<file path="src/logic/audio_rx_pkg.sv">
// Constants, types and timing counts shared by the serial audio receiver.
// Assumes a 10 MHz ref_clk that also serves as the master clock.
// How it works
// - Sample frame level and data on bit-clock rise.
// - Frame level picks channel, transitions align words.
// - All formats arrive most significant bit first.
// - Right-justified LSB is last edge before transition.
// - Right-justified surplus leading edges are ignored.
// - Left-justified MSB on first edge after transition.
// - Left-justified surplus trailing edges are ignored.
// - I2S MSB on second edge after transition.
// - I2S surplus edges between words are ignored.
// - Stopped bit clock mutes the output.
// - Detect master-to-frame ratio within 32 cycles.
// - Accept ratios 128fs to 1152fs.
// - Supply reset holds logic at defaults.
// - Inputs ignored while supply reset active.
// - Defaults on release, then inputs accepted.
// - Three-level pin picks LJ, I2S or RJ.
// - Mute ramps over 800 samples, unmute steps.
package audio_rx_pkg;

   // Word and ratio detector sizes
   localparam int unsigned SAMPLE_W = 24;
   localparam int unsigned BITCNT_W = 6;
   localparam int unsigned FRAME_CNT_W = 12;
   localparam int unsigned NUM_RATIOS = 7;
   localparam logic [FRAME_CNT_W-1:0] RATIO_TOL = 12'h020;

   // Supported master-to-frame ratios, in master clock cycles per frame
   localparam logic [FRAME_CNT_W-1:0] RATIO_TABLE [NUM_RATIOS] = '{
      12'h080, 12'h0C0, 12'h100, 12'h180, 12'h200, 12'h300, 12'h480};

   // Slot positions within a channel slot
   localparam logic [BITCNT_W-1:0] LJ_FIRST_EDGE = 6'h01;
   localparam logic [BITCNT_W-1:0] I2S_FIRST_EDGE = 6'h02;

   // Soft mute ramp length in samples
   localparam int unsigned GAIN_W = 10;
   localparam logic [GAIN_W-1:0] GAIN_FULL = 10'h320;

   // Bit clock stop detection
   localparam int unsigned REF_CLK_PERIOD_NS = 100;
   localparam int unsigned BCLK_STOP_NS = 20000;
   localparam int unsigned BCLK_STOP_CYC =
      (BCLK_STOP_NS + REF_CLK_PERIOD_NS - 1) / REF_CLK_PERIOD_NS;
   localparam int unsigned STOP_CNT_W = 8;

   // Framing formats chosen by the three-level pin
   typedef enum logic [1:0] {
      FMT_LJ = 2'b00,
      FMT_I2S = 2'b01,
      FMT_RJ = 2'b10
   } fmt_t;

   // Soft mute controller states
   typedef enum logic [1:0] {
      MUTE_PLAY = 2'b00,
      MUTE_RAMP = 2'b01,
      MUTE_SILENT = 2'b10
   } mute_state_t;

endpackage

</file>
<file path="src/logic/rx_link_if.sv">
// Carries sampled serial-link events from the top to the word assembler.
// Assumes all signals are on ref_clk.
`timescale 1ns/1ps
interface rx_link_if;
   import audio_rx_pkg::*;
   logic bit_rise; // One-cycle pulse per bit-clock rising edge
   logic frame_lvl; // Frame clock level at that edge
   logic data_bit; // Serial data at that edge
   fmt_t fmt; // Active framing format
   logic [SAMPLE_W-1:0] left_word; // Assembled left sample
   logic [SAMPLE_W-1:0] right_word; // Assembled right sample
   logic pair_valid; // Pulse when a stereo pair is complete

   modport top (output bit_rise, frame_lvl, data_bit, fmt,
                input left_word, right_word, pair_valid);
   modport asm (input bit_rise, frame_lvl, data_bit, fmt,
                output left_word, right_word, pair_valid);
endinterface

</file>
<file path="src/logic/stereo_dac_serial_audio_rx.sv">
// Top of the slave serial audio receiver with ratio detect and soft mute.
// Assumes ref_clk is the master clock; link pins are asynchronous to it.
`timescale 1ns/1ps
module stereo_dac_serial_audio_rx (
   input wire logic ref_clk, // Master clock, 10 MHz
   input wire logic resetn, // Async reset, active low
   input wire logic supply_reset_bar, // Supply monitor, low holds reset
   input wire logic bit_clk, // Serial bit clock from source
   input wire logic frame_clk, // Left/right frame clock from source
   input wire logic serial_sample_in, // Serial audio data
   input wire logic framing_select_pin, // Format pin level when driven
   input wire logic framing_select_hiz, // High when format pin undriven
   input wire logic mute_n, // Mute request, active low
   output logic [audio_rx_pkg::SAMPLE_W-1:0] left_out, // Scaled left sample
   output logic [audio_rx_pkg::SAMPLE_W-1:0] right_out, // Scaled right sample
   output logic sample_valid, // Pulse with each output pair
   output logic muted, // High while mute is requested or bit clock is stopped; three cycles after mute_n, one after the stop flag
   output logic bit_clk_stopped, // High while bit clock is idle
   output logic ratio_locked, // High when ratio matches a table entry
   output logic [2:0] ratio_index // Index of detected ratio
);
   import audio_rx_pkg::*;

   localparam int unsigned NSYNC = 7; // Synchronised inputs

   logic [NSYNC-1:0] raw_in; // Pins before sync
   logic [NSYNC-1:0] sync1_q; // First sync stage
   logic [NSYNC-1:0] sync2_q; // Second sync stage
   logic bclk_prev_q; // Bit clock level last cycle
   logic fclk_prev_q; // Frame clock level last cycle
   logic por_ok; // Supply reset released
   logic clear; // Hold logic at defaults
   logic bit_rise; // Bit clock rising edge
   logic frame_rise; // Frame clock rising edge
   logic [STOP_CNT_W-1:0] stop_cnt_q; // Cycles since last bit edge
   logic stopped_q; // Bit clock judged stopped
   logic [FRAME_CNT_W-1:0] frame_cnt_q; // Master cycles this frame
   logic [NUM_RATIOS-1:0] ratio_hit; // Per-entry match
   logic locked_q; // Ratio match held
   logic [2:0] ratio_q; // Matched entry
   logic [2:0] ratio_enc; // Encoded match
   mute_state_t mute_state_q; // Soft mute state
   logic [GAIN_W-1:0] gain_q; // Gain, GAIN_FULL is unity
   logic [SAMPLE_W-1:0] left_q; // Output left
   logic [SAMPLE_W-1:0] right_q; // Output right
   logic valid_q; // Output pulse
   logic want_mute; // Mute request from pin or monitor
   logic muted_q; // Registered mute flag
   logic signed [SAMPLE_W+GAIN_W:0] left_prod; // Left word times gain
   logic signed [SAMPLE_W+GAIN_W:0] right_prod; // Right word times gain

   rx_link_if link ();

   // Two-flop synchronisers for every pin
   assign raw_in = {supply_reset_bar, bit_clk, frame_clk, serial_sample_in,
                    framing_select_pin, framing_select_hiz, mute_n};
   always_ff @(posedge ref_clk or negedge resetn) begin
      if (!resetn) begin
         sync1_q <= '0;
         sync2_q <= '0;
      end else begin
         sync1_q <= raw_in;
         sync2_q <= sync1_q;
      end
   end

   // Supply reset gates everything downstream
   assign por_ok = sync2_q[6];
   assign clear = !por_ok;

   // Edge finders on the synchronised clocks
   always_ff @(posedge ref_clk or negedge resetn) begin
      if (!resetn) begin
         bclk_prev_q <= 1'b0;
         fclk_prev_q <= 1'b0;
      end else begin
         // Track the pins under supply reset too, so release shows no false edge
         bclk_prev_q <= sync2_q[5];
         fclk_prev_q <= sync2_q[4];
      end
   end
   assign bit_rise = sync2_q[5] && !bclk_prev_q && por_ok;
   assign frame_rise = sync2_q[4] && !fclk_prev_q && por_ok;

   // Link hand-off to the word assembler
   assign link.bit_rise = bit_rise;
   assign link.frame_lvl = sync2_q[4];
   assign link.data_bit = sync2_q[3];
   // Undriven pin wins over its level
   assign link.fmt = sync2_q[1] ? FMT_RJ : (sync2_q[2] ? FMT_I2S : FMT_LJ);

   frame_word_assembler u_asm (
      .ref_clk(ref_clk),
      .resetn(resetn),
      .clear(clear),
      .link(link)
   );

   // Bit clock monitor
   always_ff @(posedge ref_clk or negedge resetn) begin
      if (!resetn) begin
         stop_cnt_q <= '0;
         stopped_q <= 1'b1;
      end else if (clear) begin
         stop_cnt_q <= '0;
         stopped_q <= 1'b1;
      end else if (bit_rise) begin
         stop_cnt_q <= '0;
         stopped_q <= 1'b0;
      end else if (stop_cnt_q == STOP_CNT_W'(BCLK_STOP_CYC - 1)) begin
         stopped_q <= 1'b1;
      end else begin
         stop_cnt_q <= stop_cnt_q + 8'h01;
      end
   end

   // Compare frame length against each supported ratio
   generate
      for (genvar i = 0; i < NUM_RATIOS; i++) begin : g_ratio
         assign ratio_hit[i] = (frame_cnt_q + RATIO_TOL >= RATIO_TABLE[i]) &&
                               (frame_cnt_q <= RATIO_TABLE[i] + RATIO_TOL);
      end
   endgenerate

   // Encode lowest matching entry
   always_comb begin
      ratio_enc = 3'h0;
      for (int j = NUM_RATIOS - 1; j >= 0; j--) begin
         if (ratio_hit[j])
            ratio_enc = 3'(j);
      end
   end

   // Master cycles per frame, judged at each frame rising edge
   always_ff @(posedge ref_clk or negedge resetn) begin
      if (!resetn) begin
         frame_cnt_q <= '0;
         locked_q <= 1'b0;
         ratio_q <= 3'h0;
      end else if (clear) begin
         frame_cnt_q <= '0;
         locked_q <= 1'b0;
         ratio_q <= 3'h0;
      end else if (frame_rise) begin
         frame_cnt_q <= 12'h001;
         locked_q <= |ratio_hit;
         ratio_q <= ratio_enc;
      end else if (frame_cnt_q != 12'hFFF) begin
         frame_cnt_q <= frame_cnt_q + 12'h001;
      end
   end

   // Soft mute: ramp down per sample pair, restore in one step
   assign want_mute = !sync2_q[0] || stopped_q;
   always_ff @(posedge ref_clk or negedge resetn) begin
      if (!resetn) begin
         mute_state_q <= MUTE_SILENT;
         gain_q <= '0;
      end else if (clear) begin
         mute_state_q <= MUTE_SILENT;
         gain_q <= '0;
      end else begin
         case (mute_state_q)
            MUTE_PLAY: begin
               if (want_mute)
                  mute_state_q <= MUTE_RAMP;
            end
            MUTE_RAMP: begin
               if (!want_mute) begin
                  gain_q <= GAIN_FULL;
                  mute_state_q <= MUTE_PLAY;
               end else if (gain_q == '0) begin
                  mute_state_q <= MUTE_SILENT;
               end else if (link.pair_valid || stopped_q) begin
                  // A stopped clock brings no samples, so step on time
                  gain_q <= gain_q - 10'h001;
               end
            end
            MUTE_SILENT: begin
               if (!want_mute) begin
                  gain_q <= GAIN_FULL;
                  mute_state_q <= MUTE_PLAY;
               end
            end
            default: begin
               mute_state_q <= MUTE_SILENT;
               gain_q <= '0;
            end
         endcase
      end
   end

   // Registered mute flag; every legal state leaves play exactly when mute is wanted
   always_ff @(posedge ref_clk or negedge resetn) begin
      if (!resetn) begin
         muted_q <= 1'b1;
      end else if (clear) begin
         muted_q <= 1'b1;
      end else begin
         muted_q <= want_mute;
      end
   end

   // Full-width products so scaling never overflows the word size
   assign left_prod = $signed(link.left_word) * $signed({1'b0, gain_q});
   assign right_prod = $signed(link.right_word) * $signed({1'b0, gain_q});

   // Scale each pair by the current gain
   always_ff @(posedge ref_clk or negedge resetn) begin
      if (!resetn) begin
         left_q <= '0;
         right_q <= '0;
         valid_q <= 1'b0;
      end else if (clear) begin
         left_q <= '0;
         right_q <= '0;
         valid_q <= 1'b0;
      end else begin
         valid_q <= link.pair_valid;
         if (link.pair_valid) begin
            // Quotient fits the word again, so the cut keeps every value bit
            left_q <= SAMPLE_W'(left_prod / $signed({1'b0, GAIN_FULL}));
            right_q <= SAMPLE_W'(right_prod / $signed({1'b0, GAIN_FULL}));
         end
      end
   end

   assign left_out = left_q;
   assign right_out = right_q;
   assign sample_valid = valid_q;
   assign muted = muted_q;
   assign bit_clk_stopped = stopped_q;
   assign ratio_locked = locked_q;
   assign ratio_index = ratio_q;
endmodule

</file>
<file path="src/logic/frame_word_assembler.sv">
// Turns bit-clock events into left and right sample words.
// Assumes one bit_rise pulse per bit clock edge and a synchronous clear.
`timescale 1ns/1ps
module frame_word_assembler (
   input wire logic ref_clk, // System clock
   input wire logic resetn, // Async reset, active low
   input wire logic clear, // Held high while supply reset is active
   rx_link_if.asm link // Link events and assembled words
);
   import audio_rx_pkg::*;

   logic prev_lvl_q; // Frame level at previous edge
   logic [BITCNT_W-1:0] edge_cnt_q; // Edges since last transition
   logic [SAMPLE_W-1:0] word_q; // Word under assembly (LJ/I2S)
   logic [SAMPLE_W-1:0] shift_q; // Last bits seen (RJ)
   logic [SAMPLE_W-1:0] left_q; // Held left word
   logic [SAMPLE_W-1:0] right_q; // Held right word
   logic pair_q; // Pair complete pulse
   logic trans; // Frame transition at this edge
   logic [BITCNT_W-1:0] pos; // Bit position in the slot
   logic [BITCNT_W-1:0] first; // Edge holding the MSB
   logic [SAMPLE_W-1:0] done_word; // Word finished at a transition

   // Transition and position decode
   always_comb begin
      trans = link.frame_lvl != prev_lvl_q;
      first = (link.fmt == FMT_I2S) ? I2S_FIRST_EDGE : LJ_FIRST_EDGE;
      pos = (trans ? 6'h01 : edge_cnt_q + 6'h01) - first;
      done_word = (link.fmt == FMT_RJ) ? shift_q : word_q;
   end

   // Edge counting and bit capture
   always_ff @(posedge ref_clk or negedge resetn) begin
      if (!resetn) begin
         prev_lvl_q <= 1'b0;
         edge_cnt_q <= '0;
         word_q <= '0;
         shift_q <= '0;
      end else if (clear) begin
         prev_lvl_q <= 1'b0;
         edge_cnt_q <= '0;
         word_q <= '0;
         shift_q <= '0;
      end else if (link.bit_rise) begin
         prev_lvl_q <= link.frame_lvl;
         // Saturate so long slots never wrap into a second word
         if (trans)
            edge_cnt_q <= 6'h01;
         else if (edge_cnt_q != 6'h3F)
            edge_cnt_q <= edge_cnt_q + 6'h01;
         // Right-justified keeps the newest bits; older ones fall off
         shift_q <= {shift_q[SAMPLE_W-2:0], link.data_bit};
         if (trans) begin
            // Fresh slot starts zeroed so short words pad low bits
            word_q <= '0;
            if (link.fmt == FMT_LJ)
               word_q[SAMPLE_W-1] <= link.data_bit;
         end else if (link.fmt != FMT_RJ && !pos[BITCNT_W-1] && pos < 6'h18) begin
            // Bits past the 24th, or before the MSB, are dropped
            word_q[SAMPLE_W-1-pos[4:0]] <= link.data_bit;
         end
      end
   end

   // Commit finished slot to its channel on each transition
   always_ff @(posedge ref_clk or negedge resetn) begin
      if (!resetn) begin
         left_q <= '0;
         right_q <= '0;
         pair_q <= 1'b0;
      end else if (clear) begin
         left_q <= '0;
         right_q <= '0;
         pair_q <= 1'b0;
      end else begin
         pair_q <= 1'b0;
         if (link.bit_rise && trans) begin
            if (!prev_lvl_q) begin
               left_q <= done_word;
            end else begin
               right_q <= done_word;
               pair_q <= 1'b1;
            end
         end
      end
   end

   assign link.left_word = left_q;
   assign link.right_word = right_q;
   assign link.pair_valid = pair_q;
endmodule

</file>
<file path="config.mk">
export PLATFORM = sky130hd
export DESIGN_NAME = stereo_dac_serial_audio_rx
export DESIGN_NICKNAME = d
export VERILOG_FILES = /design/src/logic/audio_rx_pkg.sv /design/src/logic/rx_link_if.sv /design/src/logic/stereo_dac_serial_audio_rx.sv /design/src/logic/frame_word_assembler.sv
export SDC_FILE = /design/constraint.sdc
export NUM_CORES = 2
export LEC_CHECK = 0
export BUFFER_PORTS_ARGS = -buffer_cell sky130_fd_sc_hd__buf_2
export CORE_MARGIN = 2
export CORE_UTILIZATION = 62
export CTS_BUF_LIST = sky130_fd_sc_hd__clkbuf_8 sky130_fd_sc_hd__clkbuf_16
export DETAILED_ROUTE_END_ITERATION = 7
export GPL_TIMING_DRIVEN = 0
export HOLD_SLACK_MARGIN = 0.05
export PLACE_DENSITY = 0.79
export REMOVE_ABC_BUFFERS = 1
export SLEW_MARGIN = 20
export SYNTH_ARGS = -nofsm -noshare
export SYNTH_HDL_FRONTEND = slang
export SYNTH_SLANG_ARGS = --single-unit
</file>
<file path="constraint.sdc">
create_clock -name ref_clk -period 65.5 [get_ports ref_clk]
set_input_delay 3.275 -clock ref_clk [delete_from_list [all_inputs] [get_ports ref_clk]]
set_output_delay 3.275 -clock ref_clk [all_outputs]
set_load 0.02 [all_outputs]
</file>
==> metrics.json <==
{
  "total_wirelength_of_the_detailed_routed_design": {"value": 114, "unit": "mm"},
  "via_count": {"value": 40000},
  "slew-limit-headroom": {"value": 26.1, "unit": "%"},
  "cp-end-kind": {"value": "flip-flop"},
  "syn_avg_cell_area": {"value": 7.92, "unit": "µm²"},
  "detailed_place_hpwl": {"value": 87.9, "unit": "mm"},
  "ctsHtreeMaxLevel": {"value": 1},
  "initialDrtViolationCount": {"value": 3400},
  "crit_required": {"value": 66.03, "unit": "ns"},
  "die-area": {"value": 71400, "unit": "µm²"},
  "clock_latency": {"value": 0.61, "unit": "ns"},
  "globalplace.congestion": {"value": 0.949},
  "synth.cell_area": {"value": 42900, "unit": "µm²"},
  "timing.setup.tns": {"value": 0, "unit": "ns"},
  "ios": {"value": 64},
  "outcome": {"value": "finished clean"},
  "ys_top_cells_by_area": {"value": "sky130_fd_sc_hd__fa_1 (20%), sky130_fd_sc_hd__dfrtp_1 (12%), sky130_fd_sc_hd__inv_1 (5.0%), sky130_fd_sc_hd__nand2_1 (5.0%), sky130_fd_sc_hd__ha_1 (5.0%)"},
  "timing.critical_path.slowest_cell_delay": {"value": 0.83, "unit": "ns"},
  "final_layout_size_suffix_gt1_share": {"value": 7.18, "unit": "%"},
  "yosysWarnings": {"value": 0},
  "detail_route.first_pass.iterations": {"value": 6},
  "tritoncts": {"value": "done"},
  "die_h": {"value": 267, "unit": "µm"},
  "grt_remaining_overflow": {"value": 0},
  "std_cell_rows": {"value": 96},
  "syn2layout_area_growth": {"value": 4.53, "unit": "%"},
  "clock_tree.root_cell": {"value": "sky130_fd_sc_hd__clkbuf_16"},
  "cts_resized": {"value": 0},
  "grtUsageTotal": {"value": 32.2, "unit": "%"},
  "final_period_utilization": {"value": 48.3, "unit": "%"},
  "setup_viol": {"value": 0},
  "start_util": {"value": 62.6, "unit": "%"},
  "drc": {"value": 0},
  "maxCapViolCount": {"value": 0},
  "rsz0062_at_grt": {"value": "no"},
  "layout.nets": {"value": 5872},
  "core_region_area": {"value": 68600, "unit": "µm²"},
  "slowest_stage": {"value": "sky130_fd_sc_hd__a221oi_2"},
  "numClockSinks": {"value": 207},
  "setup.worst_path.start_class": {"value": "flip-flop"},
  "cts_hold_buf": {"value": 0},
  "synthDistinctLibCells": {"value": 133},
  "detail-route-antenna-nets": {"value": 0},
  "worst-setup-path-type": {"value": "reg -> reg"},
  "min_period": {"value": 31.61, "unit": "ns"},
  "synth.largest_area_cell": {"value": "sky130_fd_sc_hd__fa_1"},
  "post-cts-setup-buffers": {"value": 0},
  "numPortBuffers": {"value": 63},
  "synth_top_area_share": {"value": 19.5, "unit": "%"},
  "grt_antenna_before_repair": {"value": 2},
  "cts_buffers": {"value": 25},
  "layout.filler_cells": {"value": 5834},
  "synth-main-ff-cell": {"value": "sky130_fd_sc_hd__dfrtp_1"},
  "syn_inst": {"value": 5422},
  "clock_skew": {"value": 0.0450, "unit": "ns"},
  "synth_seq_area_share": {"value": 12.1, "unit": "%"},
  "holdCritPathClass": {"value": "reg -> reg"},
  "timing_max_transition_violations_final": {"value": 0},
  "fmax": {"value": 31.6, "unit": "MHz"},
  "layout_commonest_cell": {"value": "sky130_fd_sc_hd__inv_1"},
  "first_global_vias": {"value": 38900},
  "synth-seq-cells": {"value": 207},
  "highest_count_cells_in_the_layout_ignoring_fill_and_taps": {"value": "sky130_fd_sc_hd__inv_1 (579), sky130_fd_sc_hd__nand2_1 (571), sky130_fd_sc_hd__fa_1 (419)"},
  "grt_pass1_wl": {"value": 192, "unit": "mm"},
  "crit_buf_inv": {"value": 6},
  "timing.critical_path.fanout_max": {"value": 31},
  "drt-vias-per-instance": {"value": 6.42},
  "fp.dieW": {"value": 267, "unit": "µm"},
  "cpLargestDelayFamily": {"value": "compound AO/OA/AOI/OAI gates"},
  "worst_pin_slew": {"value": 1.10, "unit": "ns"},
  "cp_data_arrival_time": {"value": 32.14, "unit": "ns"},
  "synth_async_reset_ratio": {"value": 100, "unit": "%"},
  "final-hold-violation-count": {"value": 0},
  "count_of_flip_flops_with_a_built_in_enable_after_synthesis": {"value": 0},
  "cts-root-to-sink-buffers": {"value": 3},
  "detail_route.wl_per_cell": {"value": 18.3, "unit": "µm"},
  "grt_max_degree": {"value": 87},
  "cts.clk_slew.worst_paths": {"value": 0.06, "unit": "ns"}
}
==> sequential cells by signal (all words and copies together), names as in the netlist, 2 cells and up <==
name and cells:
frame_cnt_q 12, gain_q 10, left_out 24, mute_state_q 2
ratio_index 3, right_out 24, stop_cnt_q 8, sync1_q 7
sync2_q 7, u_asm.edge_cnt_q 6, u_asm.link.left_word 24, u_asm.link.right_word 24
u_asm.shift_q 24, u_asm.word_q 24
==> logic make-up after synthesis <==
logic type / synth area share, %
xor gates and xnor gates: 5.57
buffers and inverters: 7.53
AOI/OAI and AO/OA: 24.5
DFF: 12.1
adders and majority gates: 25.0
and+or+nand+nor: 21.2
muxes: 4.13
==> layout make-up <==
class / instances / area [µm²] / share of cell area (%)
inverters: 576 / 2160 / 4.82
well taps: 931 / 1160 / 2.60
repair buffers: 88 / 830 / 1.85
clock buffers: 31 / 708 / 1.58
multi-input cells: 4375 / 34700 / 77.3
diodes: 1 / 2.50 / 0.00558
clock inverters: 14 / 139 / 0.309
flip-flops and latches: 207 / 5200 / 11.6
==> metal layers <==
| layer | vias up | share of wire (%) | track usage (%) |
|---|---|---|---|
| met5 | - | 0.011 | 0 |
| met4 | 2 | 4.0 | 12.6 |
| met3 | 262 | 6.4 | 4.24 |
| met2 | 1476 | 47 | 54.4 |
| met1 | 19400 | 42 | 41.9 |
| li1 | 18800 | - | - |
==> metrics by stage <==
step                      util, %  instance area, µm²  hold slack, ns  setup WS [ns]  std cells
after floorplan                 -               41900           0.331          38.20       5158
after global placement       63.2               43400           0.333          31.46       6152
after detailed placement     64.1               44000           0.340          34.07       6177
after CTS                    65.4               44800           0.354          33.99       6222
after global routing         65.4               44900           0.364          31.94       6222
final                        65.4               44900           0.350          33.89       6223
==> cell usage after synthesis (18+ instances only) <==
library cell / number
sky130_fd_sc_hd__xor2_1: 97
sky130_fd_sc_hd__nand3_1: 131
sky130_fd_sc_hd__o211a_1: 20
sky130_fd_sc_hd__a31oi_1: 72
sky130_fd_sc_hd__fa_1: 419
sky130_fd_sc_hd__or2_2: 21
sky130_fd_sc_hd__o21a_1: 40
sky130_fd_sc_hd__and2_1: 292
sky130_fd_sc_hd__o211ai_1: 77
sky130_fd_sc_hd__a21oi_1: 307
sky130_fd_sc_hd__nor4_1: 28
sky130_fd_sc_hd__o21bai_1: 19
sky130_fd_sc_hd__or3_1: 38
sky130_fd_sc_hd__a21o_1: 61
sky130_fd_sc_hd__a22o_1: 41
sky130_fd_sc_hd__mux2_2: 73
sky130_fd_sc_hd__and3_1: 55
sky130_fd_sc_hd__buf_2: 30
sky130_fd_sc_hd__nor3_1: 128
sky130_fd_sc_hd__o31ai_1: 50
sky130_fd_sc_hd__a221oi_1: 18
sky130_fd_sc_hd__a211oi_1: 57
sky130_fd_sc_hd__ha_1: 171
sky130_fd_sc_hd__clkbuf_1: 206
sky130_fd_sc_hd__o21ai_1: 58
sky130_fd_sc_hd__nor2_1: 382
sky130_fd_sc_hd__o22ai_1: 21
sky130_fd_sc_hd__o21ai_0: 246
sky130_fd_sc_hd__nand2_1: 571
sky130_fd_sc_hd__a211o_1: 23
sky130_fd_sc_hd__nand4_1: 60
sky130_fd_sc_hd__nand2b_1: 37
sky130_fd_sc_hd__inv_1: 574
sky130_fd_sc_hd__dfrtp_1: 204
sky130_fd_sc_hd__xnor2_1: 166
sky130_fd_sc_hd__mux2i_1: 91
sky130_fd_sc_hd__o2111ai_1: 32
==> final timing paths <==
check | start | slack [ns] | to | depth (start not counted)
setup reg to reg | gain_q[6]$_DFFE_PN0P_ | 33.89 | left_out[20]$_DFFE_PN0P_ | 90
max in group asynchronous | resetn | 61.71 | gain_q[2]$_DFFE_PN0P_ | 4
hold reg to reg | sync1_q[6]$_DFF_PN0_ | 0.35 | sync2_q[6]$_DFF_PN0_ | 0
setup / recovery | gain_q[6]$_DFFE_PN0P_ | 33.89 | left_out[20]$_DFFE_PN0P_ | 90
min in group asynchronous | resetn | 2.70 | right_out[23]$_DFFE_PN0P_ | 2
hold / removal | sync1_q[6]$_DFF_PN0_ | 0.35 | sync2_q[6]$_DFF_PN0_ | 0
Power is not shown: default switching activity piles up to over one toggle a cycle in this logic, so the estimate is an artifact.
